### src/vo2c_cfg.svh
// Purpose: Offsets, field positions, reset values and fill codes
// Assumes: 32-bit register words on byte addresses
// Notes: Definitions only
`ifndef VO2C_CFG_SVH
`define VO2C_CFG_SVH
`define VO2C_OFS_CTRL  8'h00
`define VO2C_OFS_COMP  8'h04
`define VO2C_OFS_STAT  8'h08
`define VO2C_OFS_MASK  8'h0C
`define VO2C_OFS_ANCH  8'h10
`define VO2C_OFS_ANCV  8'h14
`define VO2C_OFS_LBASE 8'h18
`define VO2C_OFS_CBASE 8'h1C
`define VO2C_OFS_ABASE 8'h20
`define VO2C_OFS_PITCH 8'h24
`define VO2C_B_EN      0
`define VO2C_B_MUX     3
`define VO2C_B_FMT     4
`define VO2C_B_INT     6
`define VO2C_B_HANC    8
`define VO2C_B_CEN     0
`define VO2C_B_CMUX    3
`define VO2C_B_SIZE    16
`define VO2C_INT_TOP   2'h0
`define VO2C_INT_BOT   2'h1
`define VO2C_INT_BOTH  2'h2
`define VO2C_RST_MUX   1'b1
`define VO2C_RST_CMUX  1'b1
`define VO2C_RST_PITCH 16'h05A0
`define VO2C_FIELD_OFS 32'h0008_0000
`define VO2C_FILL_Y    8'h10
`define VO2C_FILL_C    8'h80
`define VO2C_RESP_OK   2'h0
`define VO2C_RESP_ERR  2'h2
`endif

### src/vo2c_pkg.sv
// Purpose: Types shared by the channel 2 control block
// Assumes: Nothing
// Notes: State of each module is one packed struct, apart from the rs_q reset synchroniser in vo2c_top
package vo2c_pkg;
   typedef enum logic [2:0] {
      RUN_IDLE = 3'b001,
      RUN_WAIT = 3'b010,
      RUN_ON   = 3'b100
   } vo2c_run_t;
   typedef enum logic [1:0] {
      KIND_LUMA   = 2'h0,
      KIND_CHROMA = 2'h1,
      KIND_ANC    = 2'h2
   } vo2c_kind_t;
   typedef struct packed {
      logic [31:0] lbase;
      logic [31:0] cbase;
      logic [31:0] abase;
      logic [15:0] pitch;
      logic [11:0] ah_start;
      logic [11:0] ah_size;
      logic [11:0] av_start;
      logic [11:0] av_size;
      logic        horiz_ancillary_insert_enable;
      logic [1:0]  frame_interrupt_source_select;
      logic        captured_field_id;
      logic        luma_address_format;
      logic        luma_chroma_interleave_select;
      logic        output_channel_enable;
      logic        companion_channel_enable;
      logic        companion_interleave_select;
      logic [1:0]  stat;
      logic [1:0]  mask;
      vo2c_run_t   run;
      logic        s1_valid;
      logic        s1_fill;
      logic [7:0]  s1_fill_val;
      logic        mem_rd;
      vo2c_kind_t  kind;
      logic [31:0] mem_addr;
      logic [7:0]  vdata;
      logic        vdata_valid;
   } vo2c_st_t;
   typedef struct packed {
      logic        aw_have;
      logic        w_have;
      logic [7:0]  awaddr;
      logic [31:0] wdata;
      logic [3:0]  wstrb;
      logic        bvalid;
      logic [1:0]  bresp;
      logic        rvalid;
      logic [31:0] rdata;
      logic [1:0]  rresp;
   } vo2c_ax_t;
endpackage

### src/vo2c_addr.sv
// Purpose: Byte address of one sample in a memory plane
// Assumes: Sub-picture keeps each field in its own half
// Notes: Raster when i_sub is low
`timescale 1ns/1ns
`include "vo2c_cfg.svh"
module vo2c_addr #(
   parameter int AW = 32,
   parameter int LW = 12,
   parameter int PW = 16
) (
   input  wire logic [AW-1:0] i_base,
   input  wire logic [PW-1:0] i_pitch,
   input  wire logic [LW-1:0] i_line,
   input  wire logic [LW-1:0] i_col,
   input  wire logic          i_sub,
   output logic      [AW-1:0] o_addr
);
   logic [LW-1:0]    row;
   logic [AW-1:0]    fofs;
   logic [PW+LW-1:0] prod;

   always_comb begin
      row  = i_line;
      fofs = '0;
      if (i_sub) begin
         row  = i_line >> 1;
         fofs = i_line[0] ? AW'(`VO2C_FIELD_OFS) : '0;
      end
      prod   = i_pitch * row;
      o_addr = i_base + fofs + AW'(prod) + AW'(i_col);
   end
endmodule // vo2c_addr

### src/vo2c_axil.sv
// Purpose: AXI4-Lite slave turning transfers into register strobes
// Assumes: One write and one read under way at most
// Notes: Unmapped addresses answer with error
`timescale 1ns/1ns
`include "vo2c_cfg.svh"
module vo2c_axil (
   input  wire logic        i_clk,
   input  wire logic        i_rst_n,
   input  wire logic        i_awvalid,
   output logic             o_awready,
   input  wire logic [7:0]  i_awaddr,
   input  wire logic        i_wvalid,
   output logic             o_wready,
   input  wire logic [31:0] i_wdata,
   input  wire logic [3:0]  i_wstrb,
   output logic             o_bvalid,
   input  wire logic        i_bready,
   output logic      [1:0]  o_bresp,
   input  wire logic        i_arvalid,
   output logic             o_arready,
   input  wire logic [7:0]  i_araddr,
   output logic             o_rvalid,
   input  wire logic        i_rready,
   output logic      [31:0] o_rdata,
   output logic      [1:0]  o_rresp,
   output logic             o_wr,
   output logic      [7:0]  o_wr_addr,
   output logic      [31:0] o_wr_data,
   output logic      [3:0]  o_wr_strb,
   input  wire logic        i_wr_ok,
   output logic             o_rd,
   output logic      [7:0]  o_rd_addr,
   input  wire logic [31:0] i_rd_data,
   input  wire logic        i_rd_ok
);
   import vo2c_pkg::*;
   vo2c_ax_t q, d;

   assign o_awready = !q.aw_have && !q.bvalid;
   assign o_wready  = !q.w_have && !q.bvalid;
   assign o_arready = !q.rvalid;
   assign o_wr      = q.aw_have && q.w_have && !q.bvalid;
   assign o_wr_addr = q.awaddr;
   assign o_wr_data = q.wdata;
   assign o_wr_strb = q.wstrb;
   assign o_rd      = i_arvalid && !q.rvalid;
   assign o_rd_addr = i_araddr;
   assign o_bvalid  = q.bvalid;
   assign o_bresp   = q.bresp;
   assign o_rvalid  = q.rvalid;
   assign o_rdata   = q.rdata;
   assign o_rresp   = q.rresp;

   always_comb begin
      d = q;
      if (i_awvalid && o_awready) begin
         d.aw_have = 1'b1;
         d.awaddr  = i_awaddr;
      end
      if (i_wvalid && o_wready) begin
         d.w_have = 1'b1;
         d.wdata  = i_wdata;
         d.wstrb  = i_wstrb;
      end
      if (o_wr) begin
         d.aw_have = 1'b0;
         d.w_have  = 1'b0;
         d.bvalid  = 1'b1;
         d.bresp   = i_wr_ok ? `VO2C_RESP_OK : `VO2C_RESP_ERR;
      end
      if (q.bvalid && i_bready) begin
         d.bvalid = 1'b0;
      end
      if (o_rd) begin
         d.rvalid = 1'b1;
         d.rdata  = i_rd_ok ? i_rd_data : 32'h0000_0000;
         d.rresp  = i_rd_ok ? `VO2C_RESP_OK : `VO2C_RESP_ERR;
      end
      if (q.rvalid && i_rready) begin
         d.rvalid = 1'b0;
      end
   end

   always_ff @(posedge i_clk or negedge i_rst_n) begin
      if (!i_rst_n) begin
         q <= '0;
      end else begin
         q <= d;
      end
   end
endmodule // vo2c_axil

### src/vo2c_top.sv
// Purpose: Channel 2 video output control, ancillary insert, field irq
// Assumes: Timing inputs synchronous to i_clk; memory answers same cycle
// Notes: Output bytes appear two clocks after the timing inputs
// Behaviour
// - Ancillary enable fetches ancillary bytes into blanking inside window.
// - Blanking outside the ancillary window carries 10h at odd hcount, 80h at even hcount, in both interleave modes.
// - Interrupt select: 0 top, 1 bottom, 2 both fields, 3 none.
// - Field id bit captures current field only at an interrupt event.
// - Address format bit: 0 raster, 1 sub-picture, luma data only.
// - Sub-picture luma addressing only in standard-definition mode.
// - Chroma and ancillary data always use raster addressing.
// - Interleave bit 1 puts luma and chroma in one byte stream.
// - Interleave bit 0 makes this stream chroma only.
// - Separate mode runs only when both channel enables are set.
// - Separate mode forces companion interleave bit to 1.
// - Channel enable starts output at the next vsync when 1, stops it when 0.
`timescale 1ns/1ns
`include "vo2c_cfg.svh"
module vo2c_top (
   input  wire logic                i_clk,
   input  wire logic                i_reset_n,
   input  wire logic                i_awvalid,
   output logic                     o_awready,
   input  wire logic [7:0]          i_awaddr,
   input  wire logic                i_wvalid,
   output logic                     o_wready,
   input  wire logic [31:0]         i_wdata,
   input  wire logic [3:0]          i_wstrb,
   output logic                     o_bvalid,
   input  wire logic                i_bready,
   output logic      [1:0]          o_bresp,
   input  wire logic                i_arvalid,
   output logic                     o_arready,
   input  wire logic [7:0]          i_araddr,
   output logic                     o_rvalid,
   input  wire logic                i_rready,
   output logic      [31:0]         o_rdata,
   output logic      [1:0]          o_rresp,
   input  wire logic                i_sd_mode,
   input  wire logic                i_vsync,
   input  wire logic                i_field,
   input  wire logic                i_pix_valid,
   input  wire logic                i_hblank,
   input  wire logic [11:0]         i_hcount,
   input  wire logic [11:0]         i_vcount,
   output logic                     o_mem_rd,
   output logic      [31:0]         o_mem_addr,
   output vo2c_pkg::vo2c_kind_t     o_mem_kind,
   input  wire logic [7:0]          i_mem_rdata,
   output logic      [7:0]          o_vdata,
   output logic                     o_vdata_valid,
   output logic                     o_companion_interleave,
   output logic                     o_irq
);
   import vo2c_pkg::*;

   logic [1:0]  rs_q;
   logic        rst_n;
   vo2c_st_t    st_q;
   vo2c_st_t    st_d;
   logic        wr;
   logic        rd;
   logic [7:0]  wr_addr;
   logic [7:0]  rd_addr;
   logic [31:0] wr_data;
   logic [3:0]  wr_strb;
   logic [31:0] rd_data;
   logic [31:0] ctrl_w;
   logic [31:0] comp_w;
   logic [31:0] a_luma;
   logic [31:0] a_chroma;
   logic [31:0] a_anc;
   logic [11:0] col;
   logic [11:0] a_col;
   logic [11:0] a_line;
   logic        start_ok;
   logic        frame_ev;
   logic        block_ev;
   logic        anc_hit;
   logic        fill;
   logic        luma_sub;
   vo2c_kind_t  kind;

   function automatic logic [31:0] merge(input logic [31:0] o, input logic [31:0] n,
                                         input logic [3:0] s);
      for (int i = 0; i < 4; i++) begin
         merge[8*i +: 8] = s[i] ? n[8*i +: 8] : o[8*i +: 8];
      end
   endfunction

   function automatic logic mapped(input logic [7:0] a);
      case (a)
         `VO2C_OFS_CTRL, `VO2C_OFS_COMP, `VO2C_OFS_STAT, `VO2C_OFS_MASK,
         `VO2C_OFS_ANCH, `VO2C_OFS_ANCV, `VO2C_OFS_LBASE, `VO2C_OFS_CBASE,
         `VO2C_OFS_ABASE, `VO2C_OFS_PITCH: mapped = 1'b1;
         default: mapped = 1'b0;
      endcase
   endfunction

   // Reset release
   always_ff @(posedge i_clk or negedge i_reset_n) begin
      if (!i_reset_n) begin
         rs_q <= 2'h0;
      end else begin
         rs_q <= {rs_q[0], 1'b1};
      end
   end
   assign rst_n = rs_q[1];

   vo2c_axil u_axil (
      .i_clk     (i_clk),
      .i_rst_n   (rst_n),
      .i_awvalid (i_awvalid),
      .o_awready (o_awready),
      .i_awaddr  (i_awaddr),
      .i_wvalid  (i_wvalid),
      .o_wready  (o_wready),
      .i_wdata   (i_wdata),
      .i_wstrb   (i_wstrb),
      .o_bvalid  (o_bvalid),
      .i_bready  (i_bready),
      .o_bresp   (o_bresp),
      .i_arvalid (i_arvalid),
      .o_arready (o_arready),
      .i_araddr  (i_araddr),
      .o_rvalid  (o_rvalid),
      .i_rready  (i_rready),
      .o_rdata   (o_rdata),
      .o_rresp   (o_rresp),
      .o_wr      (wr),
      .o_wr_addr (wr_addr),
      .o_wr_data (wr_data),
      .o_wr_strb (wr_strb),
      .i_wr_ok   (mapped(wr_addr)),
      .o_rd      (rd),
      .o_rd_addr (rd_addr),
      .i_rd_data (rd_data),
      .i_rd_ok   (mapped(rd_addr))
   );

   assign ctrl_w = {23'h0, st_q.horiz_ancillary_insert_enable,
                    st_q.frame_interrupt_source_select, st_q.captured_field_id,
                    st_q.luma_address_format, st_q.luma_chroma_interleave_select,
                    2'h0, st_q.output_channel_enable};
   assign comp_w = {28'h0, st_q.companion_interleave_select, 2'h0,
                    st_q.companion_channel_enable};

   // Register read mux
   always_comb begin
      case (rd_addr)
         `VO2C_OFS_CTRL:  rd_data = ctrl_w;
         `VO2C_OFS_COMP:  rd_data = comp_w;
         `VO2C_OFS_STAT:  rd_data = {30'h0, st_q.stat};
         `VO2C_OFS_MASK:  rd_data = {30'h0, st_q.mask};
         `VO2C_OFS_ANCH:  rd_data = {4'h0, st_q.ah_size, 4'h0, st_q.ah_start};
         `VO2C_OFS_ANCV:  rd_data = {4'h0, st_q.av_size, 4'h0, st_q.av_start};
         `VO2C_OFS_LBASE: rd_data = st_q.lbase;
         `VO2C_OFS_CBASE: rd_data = st_q.cbase;
         `VO2C_OFS_ABASE: rd_data = st_q.abase;
         `VO2C_OFS_PITCH: rd_data = {16'h0, st_q.pitch};
         default:         rd_data = 32'h0000_0000;
      endcase
   end

   assign luma_sub = st_q.luma_address_format && i_sd_mode;
   assign col      = st_q.luma_chroma_interleave_select ? {1'b0, i_hcount[11:1]} : i_hcount;
   assign a_col    = i_hcount - st_q.ah_start;
   assign a_line   = i_vcount - st_q.av_start;

   vo2c_addr u_luma (
      .i_base  (st_q.lbase),
      .i_pitch (st_q.pitch),
      .i_line  (i_vcount),
      .i_col   (col),
      .i_sub   (luma_sub),
      .o_addr  (a_luma)
   );
   vo2c_addr u_chroma (
      .i_base  (st_q.cbase),
      .i_pitch (st_q.pitch),
      .i_line  (i_vcount),
      .i_col   (col),
      .i_sub   (1'b0),
      .o_addr  (a_chroma)
   );
   vo2c_addr u_anc (
      .i_base  (st_q.abase),
      .i_pitch (st_q.pitch),
      .i_line  (a_line),
      .i_col   (a_col),
      .i_sub   (1'b0),
      .o_addr  (a_anc)
   );

   always_comb begin
      logic [31:0] w;
      w  = 32'h0000_0000;
      st_d = st_q;
      start_ok = st_q.output_channel_enable &&
                 (st_q.luma_chroma_interleave_select || st_q.companion_channel_enable);
      case (st_q.frame_interrupt_source_select)
         `VO2C_INT_TOP:  frame_ev = i_vsync && !i_field;
         `VO2C_INT_BOT:  frame_ev = i_vsync && i_field;
         `VO2C_INT_BOTH: frame_ev = i_vsync;
         default:        frame_ev = 1'b0;
      endcase
      block_ev = i_vsync && st_q.output_channel_enable && !start_ok;
      if (wr) begin
         case (wr_addr)
            `VO2C_OFS_CTRL: begin
               w = merge(ctrl_w, wr_data, wr_strb);
               st_d.output_channel_enable         = w[`VO2C_B_EN];
               st_d.luma_chroma_interleave_select = w[`VO2C_B_MUX];
               st_d.luma_address_format           = w[`VO2C_B_FMT];
               st_d.frame_interrupt_source_select = w[`VO2C_B_INT +: 2];
               st_d.horiz_ancillary_insert_enable = w[`VO2C_B_HANC];
            end
            `VO2C_OFS_COMP: begin
               w = merge(comp_w, wr_data, wr_strb);
               st_d.companion_channel_enable    = w[`VO2C_B_CEN];
               st_d.companion_interleave_select = w[`VO2C_B_CMUX];
            end
            `VO2C_OFS_MASK: begin
               w = merge({30'h0, st_q.mask}, wr_data, wr_strb);
               st_d.mask = w[1:0];
            end
            `VO2C_OFS_ANCH: begin
               w = merge({4'h0, st_q.ah_size, 4'h0, st_q.ah_start}, wr_data, wr_strb);
               st_d.ah_start = w[11:0];
               st_d.ah_size  = w[`VO2C_B_SIZE +: 12];
            end
            `VO2C_OFS_ANCV: begin
               w = merge({4'h0, st_q.av_size, 4'h0, st_q.av_start}, wr_data, wr_strb);
               st_d.av_start = w[11:0];
               st_d.av_size  = w[`VO2C_B_SIZE +: 12];
            end
            `VO2C_OFS_LBASE: st_d.lbase = merge(st_q.lbase, wr_data, wr_strb);
            `VO2C_OFS_CBASE: st_d.cbase = merge(st_q.cbase, wr_data, wr_strb);
            `VO2C_OFS_ABASE: st_d.abase = merge(st_q.abase, wr_data, wr_strb);
            `VO2C_OFS_PITCH: begin
               w = merge({16'h0, st_q.pitch}, wr_data, wr_strb);
               st_d.pitch = w[15:0];
            end
            default: st_d.mask = st_q.mask;
         endcase
      end
      if (!st_d.luma_chroma_interleave_select) begin
         st_d.companion_interleave_select = 1'b1;
      end
      if (frame_ev) begin
         st_d.captured_field_id = i_field;
      end
      // Sticky status, read clears, set wins
      st_d.stat = ((rd && rd_addr == `VO2C_OFS_STAT) ? 2'h0 : st_q.stat) |
                  {block_ev, frame_ev};
      case (st_q.run)
         RUN_IDLE: if (start_ok) st_d.run = RUN_WAIT;
         RUN_WAIT: begin
            if (!start_ok) begin
               st_d.run = RUN_IDLE;
            end else if (i_vsync) begin
               st_d.run = RUN_ON;
            end
         end
         RUN_ON:   if (!start_ok) st_d.run = RUN_IDLE;
         default:  st_d.run = RUN_IDLE;
      endcase
      anc_hit = i_hblank && st_q.horiz_ancillary_insert_enable &&
                i_hcount >= st_q.ah_start && a_col < st_q.ah_size &&
                i_vcount >= st_q.av_start && a_line < st_q.av_size;
      fill = i_hblank && !anc_hit;
      if (anc_hit) begin
         kind = KIND_ANC;
      end else if (st_q.luma_chroma_interleave_select && i_hcount[0]) begin
         kind = KIND_LUMA;
      end else begin
         kind = KIND_CHROMA;
      end
      st_d.s1_valid    = st_q.run == RUN_ON && i_pix_valid;
      st_d.s1_fill     = fill;
      st_d.s1_fill_val = i_hcount[0] ? `VO2C_FILL_Y : `VO2C_FILL_C;
      st_d.mem_rd      = st_d.s1_valid && !fill;
      st_d.kind        = kind;
      case (kind)
         KIND_LUMA: st_d.mem_addr = a_luma;
         KIND_ANC:  st_d.mem_addr = a_anc;
         default:   st_d.mem_addr = a_chroma;
      endcase
      st_d.vdata_valid = st_q.s1_valid;
      if (st_q.s1_valid) begin
         st_d.vdata = st_q.s1_fill ? st_q.s1_fill_val : i_mem_rdata;
      end
   end

   always_ff @(posedge i_clk or negedge rst_n) begin
      if (!rst_n) begin
         st_q                               <= '0;
         st_q.run                           <= RUN_IDLE;
         st_q.kind                          <= KIND_LUMA;
         st_q.luma_chroma_interleave_select <= `VO2C_RST_MUX;
         st_q.companion_interleave_select   <= `VO2C_RST_CMUX;
         st_q.pitch                         <= `VO2C_RST_PITCH;
      end else begin
         st_q <= st_d;
      end
   end

   assign o_mem_rd               = st_q.mem_rd;
   assign o_mem_addr             = st_q.mem_addr;
   assign o_mem_kind             = st_q.kind;
   assign o_vdata                = st_q.vdata;
   assign o_vdata_valid          = st_q.vdata_valid;
   assign o_companion_interleave = st_q.companion_interleave_select;
   assign o_irq                  = |(st_q.stat & st_q.mask);

   // Checks
   logic [27:0] prod_v;
   logic [31:0] exp_l;
   logic [31:0] exp_c;
   assign prod_v = st_q.pitch * i_vcount;
   assign exp_l  = st_q.lbase + 32'(prod_v) + 32'(col);
   assign exp_c  = st_q.cbase + 32'(prod_v) + 32'(col);
endmodule // vo2c_top

### config.mk
export PLATFORM = sky130hd
export DESIGN_NAME = vo2c_top
export DESIGN_NICKNAME = d
export VERILOG_FILES = /design/src/vo2c_pkg.sv /design/src/vo2c_addr.sv /design/src/vo2c_axil.sv /design/src/vo2c_top.sv
export VERILOG_INCLUDE_DIRS = /design/src /design/src/src
export SDC_FILE = /design/constraint.sdc
export NUM_CORES = 2
export LEC_CHECK = 0
export BUFFER_PORTS_ARGS = -buffer_cell sky130_fd_sc_hd__buf_4
export CAP_MARGIN = 20
export CORE_MARGIN = 2
export CORE_UTILIZATION = 25
export DETAILED_ROUTE_END_ITERATION = 6
export PLACE_DENSITY = 0.5
export REMOVE_ABC_BUFFERS = 1
export SLEW_MARGIN = 20
export SYNTH_ARGS = -nofsm -noshare
export SYNTH_HDL_FRONTEND = slang
export SYNTH_SLANG_ARGS = --single-unit
### constraint.sdc
create_clock -name i_clk -period 16.4 [get_ports i_clk]
set_clock_uncertainty 0.05 [all_clocks]
set_input_delay 3.28 -clock i_clk [delete_from_list [all_inputs] [get_ports i_clk]]
set_output_delay 3.28 -clock i_clk [all_outputs]
set_load 0.02 [all_outputs]
==> flow_summary_export.csv <==
group,metric,value,unit
cts,cts_max_path_buffers,3,
power_and_ir_drop,power.internal,2.10,mW
place,port_buffers,180,
floorplanning,die_h,394,um
sta,slew_headroom,16.2,%
yosys,syn_area_per_cell,9.67,um2
route,vias,28201,
yosys,synth_cell_type_count,85,
route,drt_iter0_markers,1976,
grt,grt_pass1_vias,29695,
floorplanning,die_x,394,um
yosys,synthTopCellsByCount,"636 x inv_1, 534 x nand2_1, 531 x fa_1",
route,antenna_left,0,
route,finalWirelength,128000,um
final_layout,postLayoutCoreUtil,27.9,%
grt,grt_pass1_wl,194000,um
yosys,synthCells,3929,
critical_path,endpoint_kind,"register",
critical_path,critical_path_class,"input pin to register",
route,routedWlPerCell,21.2,um
sta,setup_violations,0,
final_layout,regArea,7720,um2
cts,cts_made_buffers,35,
yosys,synthesis.area,38000,um2
power_and_ir_drop,p_leak,20.8,nW
sta,max_slew.worst_pin.slew,1.26,ns
flow_run,maxCapViolations,0,
yosys,synth_largest_area_cell,"fa_1",
critical_path,r2r_start,"st_q[83]",
sta,drv_slew,0,
critical_path,crit_start,"i_vcount[1]",
grt,overflow,0,
route,first_pass_iters,6,
grt,grt_max_degree,66,
floorplanning,num_rows,143,
yosys,yosys_warnings,0,
critical_path,arrival,11.39,ns
cts,htree_levels,2,
sta,max_freq,91.4,MHz
critical_path,worstPathMaxFanout,20,
critical_path,reg2reg_slack,7.99,ns
sta,final_hold_viol_count,0,
cts,cts_tree,"yes",
critical_path,start_kind,"input pin",
final_layout,fin_nets,4909,
cts,cts_sinks,308,
power_and_ir_drop,pwr-share-seq,29.2,%
power_and_ir_drop,clkPwrFrac,21.8,%
route,remaining_drc_errors,0,
yosys,synth_edf_count,0,
cts,post_cts_buffers,0,
sta,tns,0,ns
place,hpwl,101000,um
power_and_ir_drop,switching_share,45.6,%
yosys,yosysTopAreaCellShare,28.0,%
sta,layout_setup_ws,5.46,ns
yosys,synth.area.top_cells,"fa_1 28%, dfrtp_1 20%, ha_1 11%",
sta,grt_setup_unrepaired,"false",
route,via_per_inst,4.69,
yosys,yosysMostFrequentCell,"inv_1",
critical_path,cp.required,16.85,ns
cts,clkTransAtPathRegs,0.07,ns
final_layout,multi_input_area,26700,um2
sta,finalCritPeriodShare,66.7,%
grt,antenna_found_initial,9,
yosys,synth-async-reset-ratio,100,%
floorplanning,die_area,155000,um2
sta,whs,0.222,ns
power_and_ir_drop,vdd_ir_drop_max,0.0649,mV
final_layout,syn2layout_area_growth,11.3,%
sta,fin_crit,10.94,ns
floorplanning,initial_utilization,25.1,%
floorplanning,core,151000,um2
yosys,ys_seq_area_share,20.3,%
power_and_ir_drop,combPwrFrac,49.0,%
run_status,outcome,"finished, final reports clean",
final_layout,drive_gt1_share,14.0,%
power_and_ir_drop,switchingPower,1.77,mW
final_layout,fill_cells,16144,
cts,cts_hold_buf,0,
yosys,ys_ff_latch,308,
place,pre_cts_ws,5.00,ns
power_and_ir_drop,powerDensity,91.6,nW/um2
grt,grtUsageTotal,16.6,%
cts,insertion_delay,0.58,ns
cts,cts-resized-gates,0,
cts,cts-root-buf,"clkbuf_16",
yosys,synth_ff_type,"dfrtp_1",
hold_path,hp-class,"register to async pin",
critical_path,reg2reg_depth,27,
power_and_ir_drop,p_total,3.87,mW
floorplanning,io_pins,183,
place,routabilityCongestion,0.935,
## sequential cells by signal, summed over array words and instances (netlist names), 4 cells and up
register	cells
o_mem_addr	32
u_axil.o_wr_strb	4
u_axil.o_wr_addr	8
o_vdata	8
u_axil.o_wr_data	32
ctrl_w	7
u_axil.o_rdata	32
st_q	170
## final timing paths
path,to
min,st_q[220]
min reg2reg,st_q[220]
max,o_mem_addr[28]
max reg2reg,o_mem_addr[28]
min in group i_clk,rs_q[1]
max in group asynchronous,o_mem_addr[11]
## cell usage in the layout, fill, tap and decap left out, types with 40 or more instances in the layout
cell       n
ha_1     333
a21o_1    72
o21ai_0  134
fa_1     531
xnor2_1   54
nor2_1   104
mux2i_1   40
nand2_1  533
inv_1    636
buf_4    228
mux2_2   237
and2_1   119
nor2b_1   55
dfrtp_1  297
a21oi_1  114
## layer usage
layer	wire length, um	share of wire [%]	global-route usage [%]
met1	57400	45	22.9
met2	55200	43	25.2
met3	10100	7.9	4.34
met4	4680	3.7	5.28
met5	220	0.17	0.800
## power by group through the flow
stage,sequential [mW],combinational [mW],clock (mW)
after floorplan,1.07,1.20,0
after global placement,1.14,1.87,0
after detailed placement,1.14,1.88,0
after CTS,1.13,1.89,0.863
after global routing,1.15,2.12,0.894
final,1.13,1.90,0.844
## worst max-delay path, cell delays in order
cell and delay, ns:
buf_4 0.32, ha_1 0.31, nor2b_1 0.13, o21ai_0 0.21
a21boi_1 0.12, o21a_1 0.18, o21ai_0 0.26, a21oi_1 0.15
nand3b_1 0.19, and3_1 0.43, or3b_1 0.49, fa_1 0.46
fa_1 0.49, inv_1 0.05, fa_1 0.45, fa_1 0.51
fa_1 0.43, fa_1 0.47, ha_1 0.37, o21a_1 0.14
nor2_1 0.04, a21oi_1 0.57, o311a_1 0.32, o21ai_1 0.23
o211a_1 0.29, a221o_1 0.27, a311oi_2 0.23
## cell families (layout without fill, tap and decap cells)
logic type | after synthesis | after routing | share of synthesized area, %
other | 2 | 9 | 0.0198
adder cells (fa/ha/maj) | 864 | 864 | 38.9
buffers and inverters | 882 | 928 | 9.51
multiplexers | 278 | 278 | 8.10
XOR/XNOR | 87 | 87 | 2.01
AND/OR/NAND/NOR | 998 | 998 | 12.3
AO/OA/AOI/OAI | 510 | 510 | 8.79
flip-flops | 308 | 308 | 20.3
## cell type report
type,instances,share of cell area (%)
clock buffers,52,2.44
repair buffers,228,4.05
inverters,636,5.65
flip-flops and latches,308,18.3
clock inverters,12,0.358
diodes,6,0.0355
well taps,2030,6.01
multi-input cells,2740,63.2
## stage by stage
stage	cell area [um2]	instances
6_report	42300	6012
5_1_grt	42300	6006
4_1_cts	42300	6006
3_5_place_dp	41100	5942
3_3_place_gp	41100	5942
2_1_floorplan	36800	3684
(Power assumes the default switching activity.)
